===== src/odir_pkg.sv =====
/*
 * Shared constants for the output, digital port and interrupt register set.
 * Assumes a 32-bit local bus with byte offsets decoded on eight address bits.
 */
package odir_pkg;
    // ****************************************************************
    // Bus and register offsets.
    // ****************************************************************
    localparam int BUS_AW = 8;
    localparam int REG_W = 32;
    localparam logic [BUS_AW-1:0] OFS_IRQ_CTL = 8'h04;
    localparam logic [BUS_AW-1:0] OFS_OUT_SAMPLE = 8'h18;
    localparam logic [BUS_AW-1:0] OFS_OUT_FIFO_CTL = 8'h1c;
    localparam logic [BUS_AW-1:0] OFS_PPORT = 8'h24;
    localparam logic [BUS_AW-1:0] OFS_BOARD_CFG = 8'h28;
    // ****************************************************************
    // Field layouts.
    // ****************************************************************
    localparam int SMP_W = 20;
    localparam int FLUSH_BIT = 15;
    localparam int THR_W = 15;
    localparam int FAULT_N = 4;
    localparam int FCTL_W = 21;
    localparam int COUNT_W = 16;
    localparam int PORT_W = 16;
    localparam int BYTE_W = 8;
    localparam int PPORT_W = 20;
    localparam int GRP_N = 3;
    localparam int GRP_STRIDE = 4;
    localparam int SEL_W = 3;
    localparam int PEND_OFS = 3;
    localparam int COND_N = 8;
    // ****************************************************************
    // Reset values.
    // ****************************************************************
    localparam logic [THR_W-1:0] THR_RST = 15'h7ffe;
    localparam logic [REG_W-1:0] IRQ_CTL_RST = 32'h00000008;
    localparam logic [PORT_W-1:0] PORT_LAT_RST = 16'h0000;
    // ****************************************************************
    // Edge detector lanes and trigger codes.
    // ****************************************************************
    localparam int EDGE_AUX = 0;
    localparam int EDGE_IN_THR = 1;
    localparam int EDGE_OUT_THR = 2;
    localparam int EDGE_FAULT = 3;
    localparam int EDGE_N = 4;
    typedef enum logic [2:0] {G0_IDLE = 3'h0, G0_AUTOCAL = 3'h1, G0_AUX_RISE = 3'h2,
        G0_AUX_FALL = 3'h3, G0_LOOP_FAULT = 3'h4} odir_g0_sel_e;
    typedef enum logic [2:0] {G1_IDLE = 3'h0, G1_IN_RISE = 3'h1,
        G1_IN_FALL = 3'h2} odir_g1_sel_e;
    typedef enum logic [2:0] {G2_IDLE = 3'h0, G2_OUT_RISE = 3'h1, G2_OUT_FALL = 3'h2,
        G2_BURST = 3'h3} odir_g2_sel_e;
endpackage : odir_pkg


===== src/odir_grp_if.sv =====
/*
 * Carrier between the register decode and one interrupt request flag.
 * Assumes all users run on the single local clock.
 */
`timescale 1ns/1ps
`default_nettype none
interface odir_grp_if;
    logic hit;
    logic wr;
    logic wr_val;
    logic pend;
    // The decode side drives events and writes, the flag side returns state.
    modport ctl (output hit, output wr, output wr_val, input pend);
    modport flag (input hit, input wr, input wr_val, output pend);
endinterface : odir_grp_if
`default_nettype wire


===== src/odir_edge_det.sv =====
/*
 * Rising and falling edge detector for a small vector of levels.
 * Assumes inputs synchronous to i_clk; no edge is seen in the first cycle.
 */
`timescale 1ns/1ps
`default_nettype none
module odir_edge_det
    import odir_pkg::*;
(
    input wire logic i_clk,
    input wire logic i_rst_b,
    input wire logic [EDGE_N-1:0] i_sig,
    output logic [EDGE_N-1:0] o_rise,
    output logic [EDGE_N-1:0] o_fall
);
    logic [EDGE_N-1:0] prev_r;
    logic primed_r;

    // Hold last level; the primed flag stops a false edge after reset.
    always_ff @(posedge i_clk or negedge i_rst_b) begin
        if (!i_rst_b) begin
            prev_r <= '0;
            primed_r <= 1'b0;
        end else begin
            prev_r <= i_sig;
            primed_r <= 1'b1;
        end
    end

    // One pulse per transition of each lane.
    genvar k;
    generate
        for (k = 0; k < EDGE_N; k++) begin : g_lane
            assign o_rise[k] = primed_r & i_sig[k] & ~prev_r[k];
            assign o_fall[k] = primed_r & ~i_sig[k] & prev_r[k];
        end
    endgenerate
endmodule : odir_edge_det
`default_nettype wire


===== src/odir_req_flag.sv =====
/*
 * One sticky interrupt request flag.
 * Assumes the decode side pulses hit once per qualifying event.
 */
`timescale 1ns/1ps
`default_nettype none
module odir_req_flag #(
    parameter logic RST_PEND = 1'b0
) (
    input wire logic i_clk,
    input wire logic i_rst_b,
    odir_grp_if.flag grp
);
    logic pend_r;
    logic pend_nxt;

    // An event in the cycle of a clearing write still sets the flag.
    assign pend_nxt = grp.hit | (grp.wr ? grp.wr_val : pend_r);

    // Flag storage.
    always_ff @(posedge i_clk or negedge i_rst_b) begin
        if (!i_rst_b) begin
            pend_r <= RST_PEND;
        end else begin
            pend_r <= pend_nxt;
        end
    end

    assign grp.pend = pend_r;
endmodule : odir_req_flag
`default_nettype wire


===== src/odir_regs.sv =====
/*
 * Register set for output sample loading, output FIFO control, the 16-bit
 * digital port and three interrupt groups.
 * Assumes a local bus on i_clk with one-cycle read and write strobes, an
 * external FIFO that reports its occupancy and drains itself, and inputs
 * that are already synchronous to i_clk.
 */
// Summary of operation
// Sample port write pushes data 15:0 and channel tag 17:16.
// Bit 18 marks the last sample of a channel group.
// Bit 19 marks the last sample of a burst.
// Reading the sample port returns zero and leaves the FIFO alone.
// Written bits 31:20 of a sample are dropped.
// 15-bit threshold resets to 7ffe; bit 16 shows occupancy above it.
// Writing one to bit 15 empties the output FIFO.
// The flush bit clears itself once the FIFO is empty.
// Bits 17 to 20 show open-loop faults of outputs 0 to 3.
// Bits 18 and 19 make the low and high port bytes drive.
// After reset port bytes are inputs, latches zero, aux output zero.
// Group 0 codes: idle, calibration done, aux rise, aux fall, fault.
// Each aux transition fires its edge condition once.
// A request bit sets on its condition and clears on a zero write.
// Interrupt control resets to 0000_0008, group 0 idle and pending.
// Group 1 picks input threshold rise or fall; bit 7 is its request.
// Group 2 picks output threshold edges or burst done; bit 11 request.
// Conditions fire once per edge, not while they persist; calibration done and burst done fire in every cycle they are high.
// Interrupt output is high while a non-idle group has a request.
// Burst done fires when the burst-end sample is applied.
`timescale 1ns/1ps
`default_nettype none
module odir_regs
    import odir_pkg::*;
(
    input wire logic i_clk,
    input wire logic i_rst_b,
    input wire logic [BUS_AW-1:0] i_addr,
    input wire logic i_wr,
    input wire logic i_rd,
    input wire logic [REG_W-1:0] i_wdata,
    output logic [REG_W-1:0] o_rdata,
    output logic o_rvalid,
    output logic o_fifo_push,
    output logic [SMP_W-1:0] o_fifo_data,
    output logic o_fifo_flush,
    input wire logic [COUNT_W-1:0] i_fifo_count,
    input wire logic i_burst_applied,
    input wire logic i_in_thr_flag,
    input wire logic i_autocal_done,
    input wire logic [FAULT_N-1:0] i_loop_open_fault,
    input wire logic [PORT_W-1:0] i_dio,
    output logic [PORT_W-1:0] o_dio,
    output logic [PORT_W-1:0] o_dio_oe,
    input wire logic i_aux_in,
    output logic o_aux_out,
    input wire logic [REG_W-1:0] i_board_cfg,
    output logic o_irq
);

    // ****************************************************************
    // Address decode.
    // ****************************************************************

    // Exact match on all address bits: no aliases.
    // Compares the bus address with one register offset.
    function automatic logic addr_is(input logic [BUS_AW-1:0] addr,
                                     input logic [BUS_AW-1:0] ofs);
        addr_is = (addr == ofs);
    endfunction : addr_is

    logic sel_irq;
    logic sel_smp;
    logic sel_fctl;
    logic sel_port;
    logic sel_cfg;
    logic wr_irq;
    logic wr_smp;
    logic wr_fctl;
    logic wr_port;

    // One select per register; writes are selects qualified by the strobe.
    assign sel_irq = addr_is(i_addr, OFS_IRQ_CTL);
    assign sel_smp = addr_is(i_addr, OFS_OUT_SAMPLE);
    assign sel_fctl = addr_is(i_addr, OFS_OUT_FIFO_CTL);
    assign sel_port = addr_is(i_addr, OFS_PPORT);
    assign sel_cfg = addr_is(i_addr, OFS_BOARD_CFG);
    assign wr_irq = i_wr & sel_irq;
    assign wr_smp = i_wr & sel_smp;
    assign wr_fctl = i_wr & sel_fctl;
    assign wr_port = i_wr & sel_port;

    // ****************************************************************
    // Output sample port and FIFO control.
    // ****************************************************************

    logic push_r;
    logic push_nxt;
    logic [SMP_W-1:0] smp_r;
    logic [THR_W-1:0] thr_r;
    logic flush_r;
    logic flush_nxt;
    logic fifo_busy;
    logic out_thr_flag;

    // Samples offered while a flush is running are dropped with the rest.
    // Dropping pushes during a flush means the
    // FIFO is truly empty once it ends.
    assign push_nxt = wr_smp & ~flush_r;
    assign fifo_busy = (i_fifo_count != '0);

    // Flush holds until the FIFO reports empty, then clears by itself.
    // The flush bit reads one for at least a cycle,
    // even when the FIFO was already empty.
    assign flush_nxt = (wr_fctl & i_wdata[FLUSH_BIT]) | (flush_r & fifo_busy);

    // Strictly greater than the threshold, zero-extended to the count width.
    // Live from the occupancy input, no delay.
    assign out_thr_flag = (i_fifo_count > COUNT_W'(thr_r));

    // Push strobe and flush state.
    always_ff @(posedge i_clk or negedge i_rst_b) begin
        if (!i_rst_b) begin
            push_r <= 1'b0;
            flush_r <= 1'b0;
        end else begin
            push_r <= push_nxt;
            flush_r <= flush_nxt;
        end
    end

    // Sample word with tag and end marks; the upper bits are never kept.
    // Data stands until the next accepted write.
    always_ff @(posedge i_clk or negedge i_rst_b) begin
        if (!i_rst_b) begin
            smp_r <= '0;
        end else if (push_nxt) begin
            smp_r <= i_wdata[SMP_W-1:0];
        end
    end

    // Threshold field of the FIFO control register.
    // A flush write reloads the threshold too, so
    // software resends the value it wants.
    always_ff @(posedge i_clk or negedge i_rst_b) begin
        if (!i_rst_b) begin
            thr_r <= THR_RST;
        end else if (wr_fctl) begin
            thr_r <= i_wdata[THR_W-1:0];
        end
    end

    // FIFO side outputs come straight from flops.
    assign o_fifo_push = push_r;
    assign o_fifo_data = smp_r;
    assign o_fifo_flush = flush_r;

    // ****************************************************************
    // Digital port.
    // ****************************************************************

    logic [PORT_W-1:0] lat_r;
    logic aux_out_r;
    logic lo_drv_r;
    logic hi_drv_r;
    logic [PORT_W-1:0] port_in;

    // Latches, aux output and byte directions; all inputs after reset.
    always_ff @(posedge i_clk or negedge i_rst_b) begin
        if (!i_rst_b) begin
            lat_r <= PORT_LAT_RST;
            aux_out_r <= 1'b0;
            lo_drv_r <= 1'b0;
            hi_drv_r <= 1'b0;
        end else if (wr_port) begin
            lat_r <= i_wdata[PORT_W-1:0];
            aux_out_r <= i_wdata[PORT_W+1];
            lo_drv_r <= i_wdata[PORT_W+2];
            hi_drv_r <= i_wdata[PORT_W+3];
        end
    end

    // A byte drives its pins only while its direction bit is high.
    // Directions gate whole bytes, not single bits.
    assign o_dio = lat_r;
    assign o_dio_oe = {{BYTE_W{hi_drv_r}}, {BYTE_W{lo_drv_r}}};
    assign o_aux_out = aux_out_r;

    // Reads show the latch for driven bytes and the pins for input bytes.
    // Undriven bytes follow the pins every cycle.
    assign port_in = (o_dio_oe & lat_r) | (~o_dio_oe & i_dio);

    // ****************************************************************
    // Interrupt conditions.
    // ****************************************************************

    logic [EDGE_N-1:0] edge_sig;
    logic [EDGE_N-1:0] edge_rise;
    logic [EDGE_N-1:0] edge_fall;
    logic any_fault;

    // Levels watched for transitions.
    // A second fault while one is open raises no
    // new edge on the combined lane.
    assign any_fault = |i_loop_open_fault;
    assign edge_sig[EDGE_AUX] = i_aux_in;
    assign edge_sig[EDGE_IN_THR] = i_in_thr_flag;
    assign edge_sig[EDGE_OUT_THR] = out_thr_flag;
    assign edge_sig[EDGE_FAULT] = any_fault;

    // Turns each level into one pulse per rising and falling transition.
    odir_edge_det u_edge (
        .i_clk(i_clk),
        .i_rst_b(i_rst_b),
        .i_sig(edge_sig),
        .o_rise(edge_rise),
        .o_fall(edge_fall)
    );

    logic [COND_N-1:0] cond0;
    logic [COND_N-1:0] cond1;
    logic [COND_N-1:0] cond2;

    // Per-code event vectors; reserved and idle codes never fire.
    // Pulse inputs are used without edge detection.
    always_comb begin
        cond0 = '0;
        cond1 = '0;
        cond2 = '0;
        cond0[G0_AUTOCAL] = i_autocal_done;
        cond0[G0_AUX_RISE] = edge_rise[EDGE_AUX];
        cond0[G0_AUX_FALL] = edge_fall[EDGE_AUX];
        cond0[G0_LOOP_FAULT] = edge_rise[EDGE_FAULT];
        cond1[G1_IN_RISE] = edge_rise[EDGE_IN_THR];
        cond1[G1_IN_FALL] = edge_fall[EDGE_IN_THR];
        cond2[G2_OUT_RISE] = edge_rise[EDGE_OUT_THR];
        cond2[G2_OUT_FALL] = edge_fall[EDGE_OUT_THR];
        cond2[G2_BURST] = i_burst_applied;
    end

    // ****************************************************************
    // Interrupt groups.
    // ****************************************************************

    logic [SEL_W-1:0] trig_sel_r [GRP_N];
    logic [COND_N-1:0] cond_v [GRP_N];
    logic [GRP_N-1:0] grp_active;
    logic [REG_W-1:0] irq_word;
    logic irq_r;

    // Condition vectors indexed by group number.
    assign cond_v[0] = cond0;
    assign cond_v[1] = cond1;
    assign cond_v[2] = cond2;
    assign irq_word[REG_W-1:GRP_N*GRP_STRIDE] = '0;

    odir_grp_if grp_if [GRP_N] ();

    genvar g;
    generate
        for (g = 0; g < GRP_N; g++) begin : g_grp
            // Trigger select field of this group.
            always_ff @(posedge i_clk or negedge i_rst_b) begin
                if (!i_rst_b) begin
                    trig_sel_r[g] <= IRQ_CTL_RST[g*GRP_STRIDE +: SEL_W];
                end else if (wr_irq) begin
                    trig_sel_r[g] <= i_wdata[g*GRP_STRIDE +: SEL_W];
                end
            end

            // Event selected by the current code, plus the bus write.
            // Reserved codes pick an empty condition slot,
            // so they are stored but never set a request.
            assign grp_if[g].hit = cond_v[g][trig_sel_r[g]];
            assign grp_if[g].wr = wr_irq;
            assign grp_if[g].wr_val = i_wdata[g*GRP_STRIDE+PEND_OFS];

            // Sticky request flag with its reset level.
            odir_req_flag #(
                .RST_PEND(IRQ_CTL_RST[g*GRP_STRIDE+PEND_OFS])
            ) u_flag (
                .i_clk(i_clk),
                .i_rst_b(i_rst_b),
                .grp(grp_if[g])
            );

            // A group asks for service only while not idle.
            assign grp_active[g] = grp_if[g].pend & (trig_sel_r[g] != '0);
            assign irq_word[g*GRP_STRIDE +: GRP_STRIDE] = {grp_if[g].pend, trig_sel_r[g]};
        end
    endgenerate

    // Registered request toward the bridge.
    // One cycle of latency buys a glitch-free line.
    always_ff @(posedge i_clk or negedge i_rst_b) begin
        if (!i_rst_b) begin
            irq_r <= 1'b0;
        end else begin
            irq_r <= |grp_active;
        end
    end

    assign o_irq = irq_r;

    // ****************************************************************
    // Read path.
    // ****************************************************************

    logic [FCTL_W-1:0] fctl_bits;
    logic [PPORT_W-1:0] port_bits;
    logic [REG_W-1:0] rd_mux;
    logic [REG_W-1:0] rdata_r;
    logic rvalid_r;

    // Status views of the FIFO control and the digital port.
    assign fctl_bits = {i_loop_open_fault, out_thr_flag, flush_r, thr_r};
    assign port_bits = {hi_drv_r, lo_drv_r, aux_out_r, i_aux_in, port_in};

    // The sample port and unmapped offsets read as zero.
    assign rd_mux = sel_irq ? irq_word :
                    sel_fctl ? REG_W'(fctl_bits) :
                    sel_port ? REG_W'(port_bits) :
                    sel_cfg ? i_board_cfg :
                    '0;

    // Read data is captured on the strobe and held until the next read.
    // A read in the cycle of a write returns the
    // value from before that write.
    always_ff @(posedge i_clk or negedge i_rst_b) begin
        if (!i_rst_b) begin
            rdata_r <= '0;
            rvalid_r <= 1'b0;
        end else begin
            rvalid_r <= i_rd;
            if (i_rd) begin
                rdata_r <= rd_mux;
            end
        end
    end

    // Bus outputs come straight from flops.
    assign o_rdata = rdata_r;
    assign o_rvalid = rvalid_r;

endmodule : odir_regs
`default_nettype wire


===== config.mk =====
export PLATFORM = sky130hd
export DESIGN_NAME = odir_regs
export DESIGN_NICKNAME = d
export VERILOG_FILES = /design/src/odir_pkg.sv /design/src/odir_grp_if.sv /design/src/odir_edge_det.sv /design/src/odir_req_flag.sv /design/src/odir_regs.sv
export SDC_FILE = /design/constraint.sdc
export NUM_CORES = 1
export LEC_CHECK = 0
export ABC_AREA = 1
export BUFFER_PORTS_ARGS = -buffer_cell sky130_fd_sc_hd__buf_2
export CAP_MARGIN = 30
export CORE_AREA = 2 2 151 79
export DETAILED_ROUTE_END_ITERATION = 10
export DIE_AREA = 0 0 153 81
export GPL_TIMING_DRIVEN = 0
export PLACE_DENSITY = 0.8
export SETUP_SLACK_MARGIN = 0.2
export SYNTH_ARGS = -nofsm -noshare
export SYNTH_HDL_FRONTEND = slang
export SYNTH_SLANG_ARGS = --single-unit

===== constraint.sdc =====
create_clock -name i_clk -period 2.1 [get_ports i_clk]
set_input_delay 0.315 -clock i_clk [delete_from_list [all_inputs] [get_ports i_clk]]
set_output_delay 0.315 -clock i_clk [all_outputs]
set_load 0.05 [all_outputs]

==> results.sh, run 1 <==
export IMPL_crit_path_end_kind="flop"
export IMPL_layoutNonFillerInstCount=1010
export IMPL_placed_cells=991
export IMPL_met2_usage=0.389
export IMPL_worst_ir_drop_vdd_mv=0.408
export IMPL_grt_max_degree=70
export IMPL_grt_use_met3=0.0742
export IMPL_vias=5287
export IMPL_cts_sinks=107
export IMPL_critical_path_class="flop to flop"
export IMPL_clk_path_buf_depth=2
export IMPL_rows=28
export IMPL_synth_area_leaders="dfrtp_1 42%, nand2_1 14%, dfstp_2 7.2%"
export IMPL_syn_nets=779
export IMPL_place_ws_ps=144
export IMPL_synth_compound_area_frac=0.143
export IMPL_worst_ep_arrival_time_ps=2240
export IMPL_routedWlPerCell_um=16.9
export IMPL_worst_pin_slew_ps=715
export IMPL_track_usage=0.273
export IMPL_ys_seq_area_frac=0.496
export IMPL_hold_slack_ps=94.4
export IMPL_drt_pass1_iterations=7
export IMPL_dieWidth_um=153
export IMPL_synth_xor_area_share=0
export IMPL_initial_core_util=0.481
export IMPL_worst_setup_path_start_kind="flop"
export IMPL_fillerInstances=984
export IMPL_drt_iter0_markers=500
export IMPL_yosysUniqueCellTypes=33
export IMPL_drive_gt1_frac=0.364
export IMPL_max_stage_delay_ps=560
export IMPL_critPathTopFamily="simple AND/OR/NAND/NOR gates"
export IMPL_maxSlewHeadroom=0.519
export IMPL_hold_path_class="input pin to flop"
export IMPL_cp_cell_sequence="inv_2, ha_4, a21oi_1, nand2_1, a21oi_2, nand2_2, nand2_4, nand2_2, nand2_2, nand3_2, nand2_1"
export IMPL_gr_total_overflow=0
export IMPL_hpwlAfterDp_um=13200
export IMPL_fin_crit_sh=0.925
export IMPL_globalplace_congestion=0.907
export IMPL_yosysWarnings=0
export IMPL_clock_tree_htree_level_count=3
export IMPL_nets=985
export IMPL_yosys_area_share_adder=0.0345
export IMPL_crit_path_max_fanout=3
export IMPL_synth_top_family_by_area="simple AND/OR/NAND/NOR gates"
export IMPL_port_buffers=192
export IMPL_fmax_mhz=515
export IMPL_coreArea_um2=11300
export IMPL_ys_ff_latch=107
export IMPL_syn_area_per_cell_um2=8.40
export IMPL_synthesis_area_um2=5440
export IMPL_drc=0
export IMPL_hold_violations=0
export IMPL_final_area_um2=7070
export IMPL_ios=205
export IMPL_crit_required_ps=2390
export IMPL_synth_mux_area_frac=0.0248
export IMPL_place_area_um2=6620
export IMPL_clock_skew_ps=7.14
export IMPL_syn_inst=648
export IMPL_finalSetupViolations=0
export IMPL_antenna_found_initial=1
export IMPL_clk_pin_slew_ps=70
export IMPL_cts_made_buffers=9
export IMPL_dieArea_um2=12400
export IMPL_area_growth_pct=29.9
export IMPL_die_height_um=81
export IMPL_fin_crit_ps=1940
export IMPL_status="complete, no violations"
export IMPL_clockRootBuffer="clkbuf_16"
export IMPL_vias_per_cell=5.23
export IMPL_power_density_nw_per_um2=697
export IMPL_synth_largest_area_cell="dfrtp_1"
export IMPL_ant_nets=0
export IMPL_busiest_layer="met1"
export IMPL_yosys_area_share_simple=0.201
export IMPL_drv_cap=0
export IMPL_clk_latency_ps=360
export IMPL_grt_pass1_wl_um=25900
export IMPL_p_leak_nw=3.74
export IMPL_rsz0062_at_grt="true"
export IMPL_fin_ws_ps=158
export IMPL_crit_path_frequent_cell="nand2_2"
export IMPL_maxSlewViolCount=0
export IMPL_cp_slowest_cell="dfstp_2"
export IMPL_totalWireLength_um=17100
export IMPL_yosysTopAreaCellShare=0.423
export IMPL_grt_util_met1=0.417
export IMPL_tritoncts="yes"
export IMPL_critical_path_buf_inv_count=1
export IMPL_grt_pass1_vias=4807
==> cell usage after synthesis <==
cell,number
nand2_1,202
dfrtp_1,92
inv_1,60
o21ai_0,52
o21ai_1,32
a21oi_1,30
buf_4,20
dfstp_2,15
ha_1,15
nand3_1,15
nor2_1,15
clkbuf_1,12
mux2_2,12
nor3_1,11
o21ai_2,10
o211ai_1,9
inv_2,7
buf_2,6
buf_6,6
nand4_1,5
nor4_1,5
a21o_1,2
and2_1,2
nor2_2,2
nor3_2,2
o211ai_2,2
a31oi_1,1
conb_1,1
nand2_2,1
nand2_4,1
nand4_2,1
nor2_4,1
o21bai_1,1
==> stage by stage <==
step                power, W   util  setup TNS, ps
floorplan            0.00272      -              0
global placement     0.00301  0.582         -45850
detailed placement   0.00303  0.585              0
CTS                  0.00490  0.616              0
global route         0.00509  0.625              0
finish               0.00492  0.625              0
==> metal layers <==
layer,up-vias,part of all wire
met1,2499,0.48
li1,2501,-
met5,-,0
met3,18,0.094
met2,269,0.42
met4,0,0.013
==> power breakdown <==
group / leakage [nW] / internal [W] / switching, W
logic: 2.17 / 0.000261 / 0.000528
registers: 1.40 / 0.00217 / 0.0000715
clock network: 0.163 / 0.00111 / 0.000785
==> path summary, 6_finish.rpt <==
check / endpoint / depth (start not counted) / slack [ps] / start
min in group asynchronous: o_rdata[7] / 2 / 490 / i_rst_b
hold reg to reg: o_rdata[15] / 2 / 480 / o_rdata[15]
setup / recovery: g_grp[2].u_flag.grp.pend / 11 / 160 / thr_r[11]
hold / removal: u_edge.prev_r[1] / 1 / 90 / i_in_thr_flag
setup reg to reg: g_grp[2].u_flag.grp.pend / 11 / 160 / thr_r[11]
max in group asynchronous: thr_r[14] / 3 / 860 / i_rst_b
==> final cells by class <==
cell class,instances,area (µm²),area share
flip-flops and latches,107,2700,0.381
multi-input cells,430,2300,0.325
repair buffers,195,1010,0.143
plain buffers,44,293,0.0414
clock buffers,12,256,0.0363
inverters,67,251,0.0356
well taps,150,188,0.0265
clock inverters,4,73.8,0.0104
diodes,1,2.50,0.000354
==> sequential cells by signal, summed over array words and instances (netlist names) <==
signal                 count
lo_drv_r                   1
o_fifo_data               20
u_edge.prev_r              4
o_rdata                   32
thr_r                     15
o_dio                     16
irq_word                   9
g_grp.u_flag.grp.pend      3
u_edge.primed_r            1
o_aux_out                  1
hi_drv_r                   1
o_fifo_push                1
o_irq                      1
o_fifo_flush               1
o_rvalid                   1
==> repair_timing <==
action,in CTS,in global routing
endpoints found under the hold margin,38,0
gates resized for setup,3,18
buffers inserted,0,1
pin swaps,0,8
hold buffers,1,0
endpoints found under the setup margin,2,2
==> worst register-to-register path: cells and delay by family, from the launching register on <==
kind	cells	cell delay [ps]
simple gates	7	600
flops	1	560
compound gates	2	430
fa+ha+maj	1	240
buf+inv	1	50
==> cell usage in the layout, fill, tap and decap left out, types with 6 or more instances in the layout <==
cell type  instances
o21ai_0           51
nand2_2            6
a21oi_1           28
buf_2            197
buf_6              6
nand2_1          196
mux2_2            12
o21ai_2           10
inv_1             58
ha_1              11
o21ai_1           33
nor3_1            10
buf_4             22
nand3_1           13
o211ai_1           9
inv_2              9
dfrtp_1           92
clkbuf_1          13
clkbuf_16          9
nor2_1            14
dfstp_2           15
==> kinds of logic after synthesis <==
kind of cell             count (synthesis)
other                                    1
adder cells (fa/ha/maj)                 15
AO/OA/AOI/OAI                          139
flip-flops                             107
buffers and inverters                  111
multiplexers                            12
AND/OR/NAND/NOR                        263
Note: power is estimated with default switching activity, not from simulation.
==> run 2, diff against run 1 <==
--- a/config.mk
+++ b/config.mk
@@ -13,6 +13,7 @@
 export DIE_AREA = 0 0 153 81
 export GPL_TIMING_DRIVEN = 0
 export PLACE_DENSITY = 0.8
+export REMOVE_ABC_BUFFERS = 1
 export SETUP_SLACK_MARGIN = 0.2
 export SYNTH_ARGS = -nofsm -noshare
 export SYNTH_HDL_FRONTEND = slang
==> results.sh, run 2 (same netlist as run 1, synthesis figures left out) <==
export IMPL_worst_setup_path_start_kind="flop"
export IMPL_grt_pass1_wl_um=24400
export IMPL_worst_ir_drop_vdd_mv=0.368
export IMPL_drc=0
export IMPL_hold_depth=1
export IMPL_maxSlewViolCount=0
export IMPL_vias=4993
export IMPL_crit_required_ps=2330
export IMPL_die_height_um=81
export IMPL_rsz0062_at_grt="true"
export IMPL_finalSetupViolations=0
export IMPL_r2r_slack_ps=250
export IMPL_track_usage=0.260
export IMPL_cts_sinks=107
export IMPL_clockRootBuffer="clkbuf_16"
export IMPL_hold_violations=0
export IMPL_drive_gt1_frac=0.348
export IMPL_fin_crit_sh=0.879
export IMPL_clk_path_buf_depth=2
export IMPL_cts_made_buffers=9
export IMPL_port_buffers=192
export IMPL_insertedDiodeCount=0
export IMPL_dieArea_um2=12400
export IMPL_hp_start="i_aux_in"
export IMPL_largest_register_ffs=32
export IMPL_totalWireLength_um=15800
export IMPL_maxSlewHeadroom=0.393
export IMPL_r2r_start="thr_r[9]"
export IMPL_clock_tree_htree_level_count=3
export IMPL_routedWlPerCell_um=16.3
export IMPL_hold_path_class="input pin to flop"
export IMPL_final_common_cell="nand2_1"
export IMPL_grt_max_degree=66
export IMPL_rows=28
export IMPL_area_growth_pct=25.1
export IMPL_tritoncts="yes"
export IMPL_antenna_found_initial=1
export IMPL_crit_path_max_fanout=3
export IMPL_dieWidth_um=153
export IMPL_reg2regPathDepth=11
export IMPL_critical_path_class="flop to flop"
export IMPL_worst_ep_arrival_time_ps=2080
export IMPL_crit_path_end_kind="flop"
export IMPL_layout_common_cells="197 x nand2_1, 191 x buf_2, 90 x dfrtp_1, 60 x inv_1, 51 x o21ai_0"
export IMPL_grt_pass1_vias=4506
export IMPL_ios=205
export IMPL_p_leak_nw=3.59
export IMPL_worst_pin_slew_ps=909
export IMPL_fmax_mhz=542
export IMPL_vias_per_cell=5.14
export IMPL_clk_pin_slew_ps=70
export IMPL_r2r_end="g_grp[2].u_flag.grp.pend"
export IMPL_status="complete, no violations"
export IMPL_placed_cells=949
export IMPL_power_density_nw_per_um2=685
export IMPL_clk_latency_ps=340
export IMPL_clock_skew_ps=6.29
export IMPL_drv_cap=0
export IMPL_drt_iter0_markers=364
export IMPL_coreArea_um2=11300
export IMPL_ant_nets=0
export IMPL_fin_crit_ps=1850
export IMPL_gr_total_overflow=0
export IMPL_fin_util=0.601
export IMPL_initial_core_util=0.481
export IMPL_hpwlAfterDp_um=11600
export IMPL_min_to="u_edge.prev_r[0]"
export IMPL_nets=947
export IMPL_drt_pass1_iterations=5
export IMPL_layoutNonFillerInstCount=971
export IMPL_globalplace_congestion=0.865
run 2: cell types whose count changed in the layout (fill, tap and decap cells not counted), sizes merged, moves of 2 or more:
| cell | before | now |
|---|---|---|
| buf | 226 | 200 |
| clkbuf | 24 | 9 |
| clkinv | 2 | 5 |
| clkinvlp | 0 | 2 |
run 2: power by group:
group	internal, W	switching, W
Combinational	0.000238	0.000504
Sequential	0.00217	0.0000742
Clock	0.000921	0.000759
Total	0.00333	0.00134
run 2: area by class of cell:
cell class	count	area, µm²
inverters	67	258
well taps	150	188
clock inverters	7	68.8
clock buffers	9	225
fillers	1063	4510
flip-flops and latches	107	2700
multi-input cells	430	2290
repair buffers	201	1080
run 2: worst max path at each step:
stage                   start  slack (ps)  cells after the start                        to
finish               thr_r[9]         250                     11  g_grp[2].u_flag.grp.pend
floorplan            lo_drv_r       -1710                      5                o_rdata[0]
CTS                  thr_r[9]         210                     11  g_grp[2].u_flag.grp.pend
global route        thr_r[14]         100                     11  g_grp[2].u_flag.grp.pend
detailed placement  i_addr[7]        -420                      8                  thr_r[9]
global placement    i_addr[7]       -1340                      8                 o_dio[11]
run 2: metal layers:
layer / GRT usage / up-vias / routed length, µm
met5: 0 / - / 0
met4: 0.0481 / 0 / 95
met3: 0.0646 / 8 / 1170
met2: 0.386 / 194 / 6700
met1: 0.389 / 2373 / 7880
li1: - / 2418 / -
run 2: worst max-delay path, stage by stage, from the launching register on:
cell,delay [ps]
dfstp_2,540
inv_1,40
ha_1,300
nand4_1,160
nor3_4,210
nand2_1,110
nand2_2,90
nand2_2,70
nand2_1,60
nand2_1,40
nand3_1,70
nand2_1,50
run 2: through the flow:
stage	power (W)	TNS (ps)	hold WS, ps	area (µm²)	worst slack [ps]
CTS	0.00468	0	103	6740	213
floorplan	0.00270	-49640	19.4	5150	-1710
finish	0.00466	0	111	6810	254
global placement	0.00297	-85780	453	6300	-1340
global route	0.00487	0	97.7	6810	97.8
detailed placement	0.00300	-15940	346	6370	-417
run 2: repair_timing:
action / in CTS / in global routing
gates resized for setup: 9 / 14
hold endpoints to repair: 37 / 0
setup buffers: 3 / 2
endpoints found under the setup margin: 54 / 39
hold buffers: 1 / 0
pin swaps: 2 / 4
==> run 3, diff against run 2 <==
==> constraint.sdc (replaced) <==
create_clock -name i_clk -period 1.99 [get_ports i_clk]
set_input_delay 0.2985 -clock i_clk [delete_from_list [all_inputs] [get_ports i_clk]]
set_output_delay 0.2985 -clock i_clk [all_outputs]
set_load 0.05 [all_outputs]
==> results.sh, run 3 (same netlist as run 1, synthesis figures left out) <==
export IMPL_status="complete, no violations"
export IMPL_rsz0062_at_grt="true"
export IMPL_worst_ep_arrival_time_ps=2090
export IMPL_track_usage=0.262
export IMPL_worst_setup_path_start_kind="flop"
export IMPL_place_ws_ps=-511
export IMPL_fmax_mhz=538
export IMPL_dieArea_um2=12400
export IMPL_vias=5003
export IMPL_antenna_found_initial=1
export IMPL_maxSlewHeadroom=0.396
export IMPL_crit_required_ps=2220
export IMPL_gr_total_overflow=0
export IMPL_hpwlAfterDp_um=11600
export IMPL_clock_skew_ps=5.72
export IMPL_hold_path_class="input pin to flop"
export IMPL_coreArea_um2=11300
export IMPL_power_frac_comb=0.162
export IMPL_grt_max_degree=66
export IMPL_placed_cells=949
export IMPL_critical_path_class="flop to flop"
export IMPL_drt_iter0_markers=372
export IMPL_final_area_um2=6900
export IMPL_min_to="u_edge.prev_r[0]"
export IMPL_vias_per_cell=5.12
export IMPL_drt_pass1_iterations=5
export IMPL_clk_path_buf_depth=2
export IMPL_layoutNonFillerInstCount=977
export IMPL_swShare=0.287
export IMPL_drc=0
export IMPL_crit_path_max_fanout=3
export IMPL_clk_pin_slew_ps=70
export IMPL_drv_cap=0
export IMPL_tritoncts="yes"
export IMPL_drive_gt1_frac=0.364
export IMPL_largest_register_ffs=32
export IMPL_initial_core_util=0.481
export IMPL_place_area_um2=6370
export IMPL_p_leak_nw=3.63
export IMPL_hp_start="i_aux_in"
export IMPL_m1WireLength_um=7950
export IMPL_reg2regPathDepth=9
export IMPL_grt_pass1_vias=4560
export IMPL_maxSlewViolCount=0
export IMPL_hold_depth=1
export IMPL_port_buffers=192
export IMPL_r2r_start="thr_r[8]"
export IMPL_routedWlPerCell_um=16.3
export IMPL_r2r_end="o_rdata[16]"
export IMPL_fillerInstances=1046
export IMPL_die_height_um=81
export IMPL_fin_crit_sh=0.934
export IMPL_grt_pass1_wl_um=24700
export IMPL_fin_util=0.610
export IMPL_layout_common_cells="194 x nand2_1, 191 x buf_2, 90 x dfrtp_1, 57 x inv_1, 52 x o21ai_0"
export IMPL_cts_sinks=107
export IMPL_hold_violations=0
export IMPL_power_density_nw_per_um2=715
export IMPL_fin_crit_ps=1860
export IMPL_crit_path_end_kind="flop"
export IMPL_dieWidth_um=153
export IMPL_finalSetupViolations=0
export IMPL_ant_nets=0
export IMPL_r2r_slack_ps=130
export IMPL_clock_tree_htree_level_count=3
export IMPL_clk_latency_ps=340
export IMPL_power_switching_w=0.00141
export IMPL_cts_made_buffers=9
export IMPL_globalplace_congestion=0.865
export IMPL_wl_met3_um=1190
export IMPL_highest_layer="met4"
export IMPL_pwr_share_clk=0.359
export IMPL_ios=205
export IMPL_power_frac_seq=0.480
export IMPL_area_growth_pct=26.8
export IMPL_dr_wl_met2_um=6730
export IMPL_fin_ws_ps=131
export IMPL_setup_tns_final_ps=0
export IMPL_worst_pin_slew_ps=905
export IMPL_worst_ir_drop_vdd_mv=0.390
export IMPL_clockRootBuffer="clkbuf_16"
export IMPL_nets=952
export IMPL_p_int_w=0.00352
export IMPL_final_common_cell="nand2_1"
export IMPL_totalWireLength_um=16000
export IMPL_rows=28
==> run 3: cell types whose count changed in the layout (fill, tap and decap cells not counted), moves of 3 or more <==
cell,previous run,this run
inv_1,60,57
nand2_1,197,194
inv_2,5,8
buf_4,6,11
==> run 3: how the worst max path moves through the flow <==
stage / from / end / slack [ps] / cells after the start
6_report: thr_r[8] / o_rdata[16] / 130 / 9
5_1_grt: thr_r[8] / g_grp[2].u_flag.grp.pend / 20 / 11
4_1_cts: thr_r[10] / g_grp[2].u_flag.grp.pend / 140 / 11
3_3_place_gp: i_addr[7] / o_dio[11] / -1440 / 8
3_5_place_dp: i_addr[7] / thr_r[9] / -510 / 8
2_1_floorplan: lo_drv_r / o_rdata[0] / -1820 / 5
==> run 3: power groups by stage <==
stage	sequential, W	clock (W)	combinational (W)
global placement	0.00240	0	0.000735
floorplan	0.00261	0	0.000237
finish	0.00237	0.00177	0.000798
CTS	0.00236	0.00181	0.000789
detailed placement	0.00240	0	0.000758
global route	0.00238	0.00191	0.000867
==> run 3: layout make-up <==
cell class / count / area [µm²] / area share
Sequential cell: 107 / 2700 / 0.391
Multi-Input combinational cell: 430 / 2340 / 0.339
Timing Repair Buffer: 206 / 1120 / 0.162
Inverter: 67 / 259 / 0.0375
Clock buffer: 9 / 225 / 0.0327
Tap cell: 150 / 188 / 0.0272
Clock inverter: 7 / 68.8 / 0.00998
Antenna cell: 1 / 2.50 / 0.000363
==> run 3: worst max-delay path, stage by stage, from the launching register on <==
cell,delay (ps)
dfstp_2,550
inv_2,50
ha_4,250
nand4_1,150
nor3_4,300
nand3_2,160
nand2_4,130
nand2_2,60
nand3_2,60
nand2_1,50
==> run 3: per-stage QoR <==
stage	power, W	hold slack (ps)
after floorplan	0.00285	2.91
after global placement	0.00314	437
after detailed placement	0.00316	330
after CTS	0.00496	86.3
after global routing	0.00515	81.2
final	0.00493	95.0
==> run 3: timing repair <==
item | in CTS | in global routing
setup buffers | 8 | 2
hold buffers | 1 | 0
pin swaps | 5 | 6
setup endpoints to repair | 75 | 45
hold endpoints to repair | 37 | 0
resized for setup | 24 | 12
==> run 3: per-layer routing <==
layer	global-route usage	vias to the layer above
li1	-	2431
met1	0.393	2383
met2	0.391	181
met3	0.0635	8
met4	0.0481	0
met5	0	-
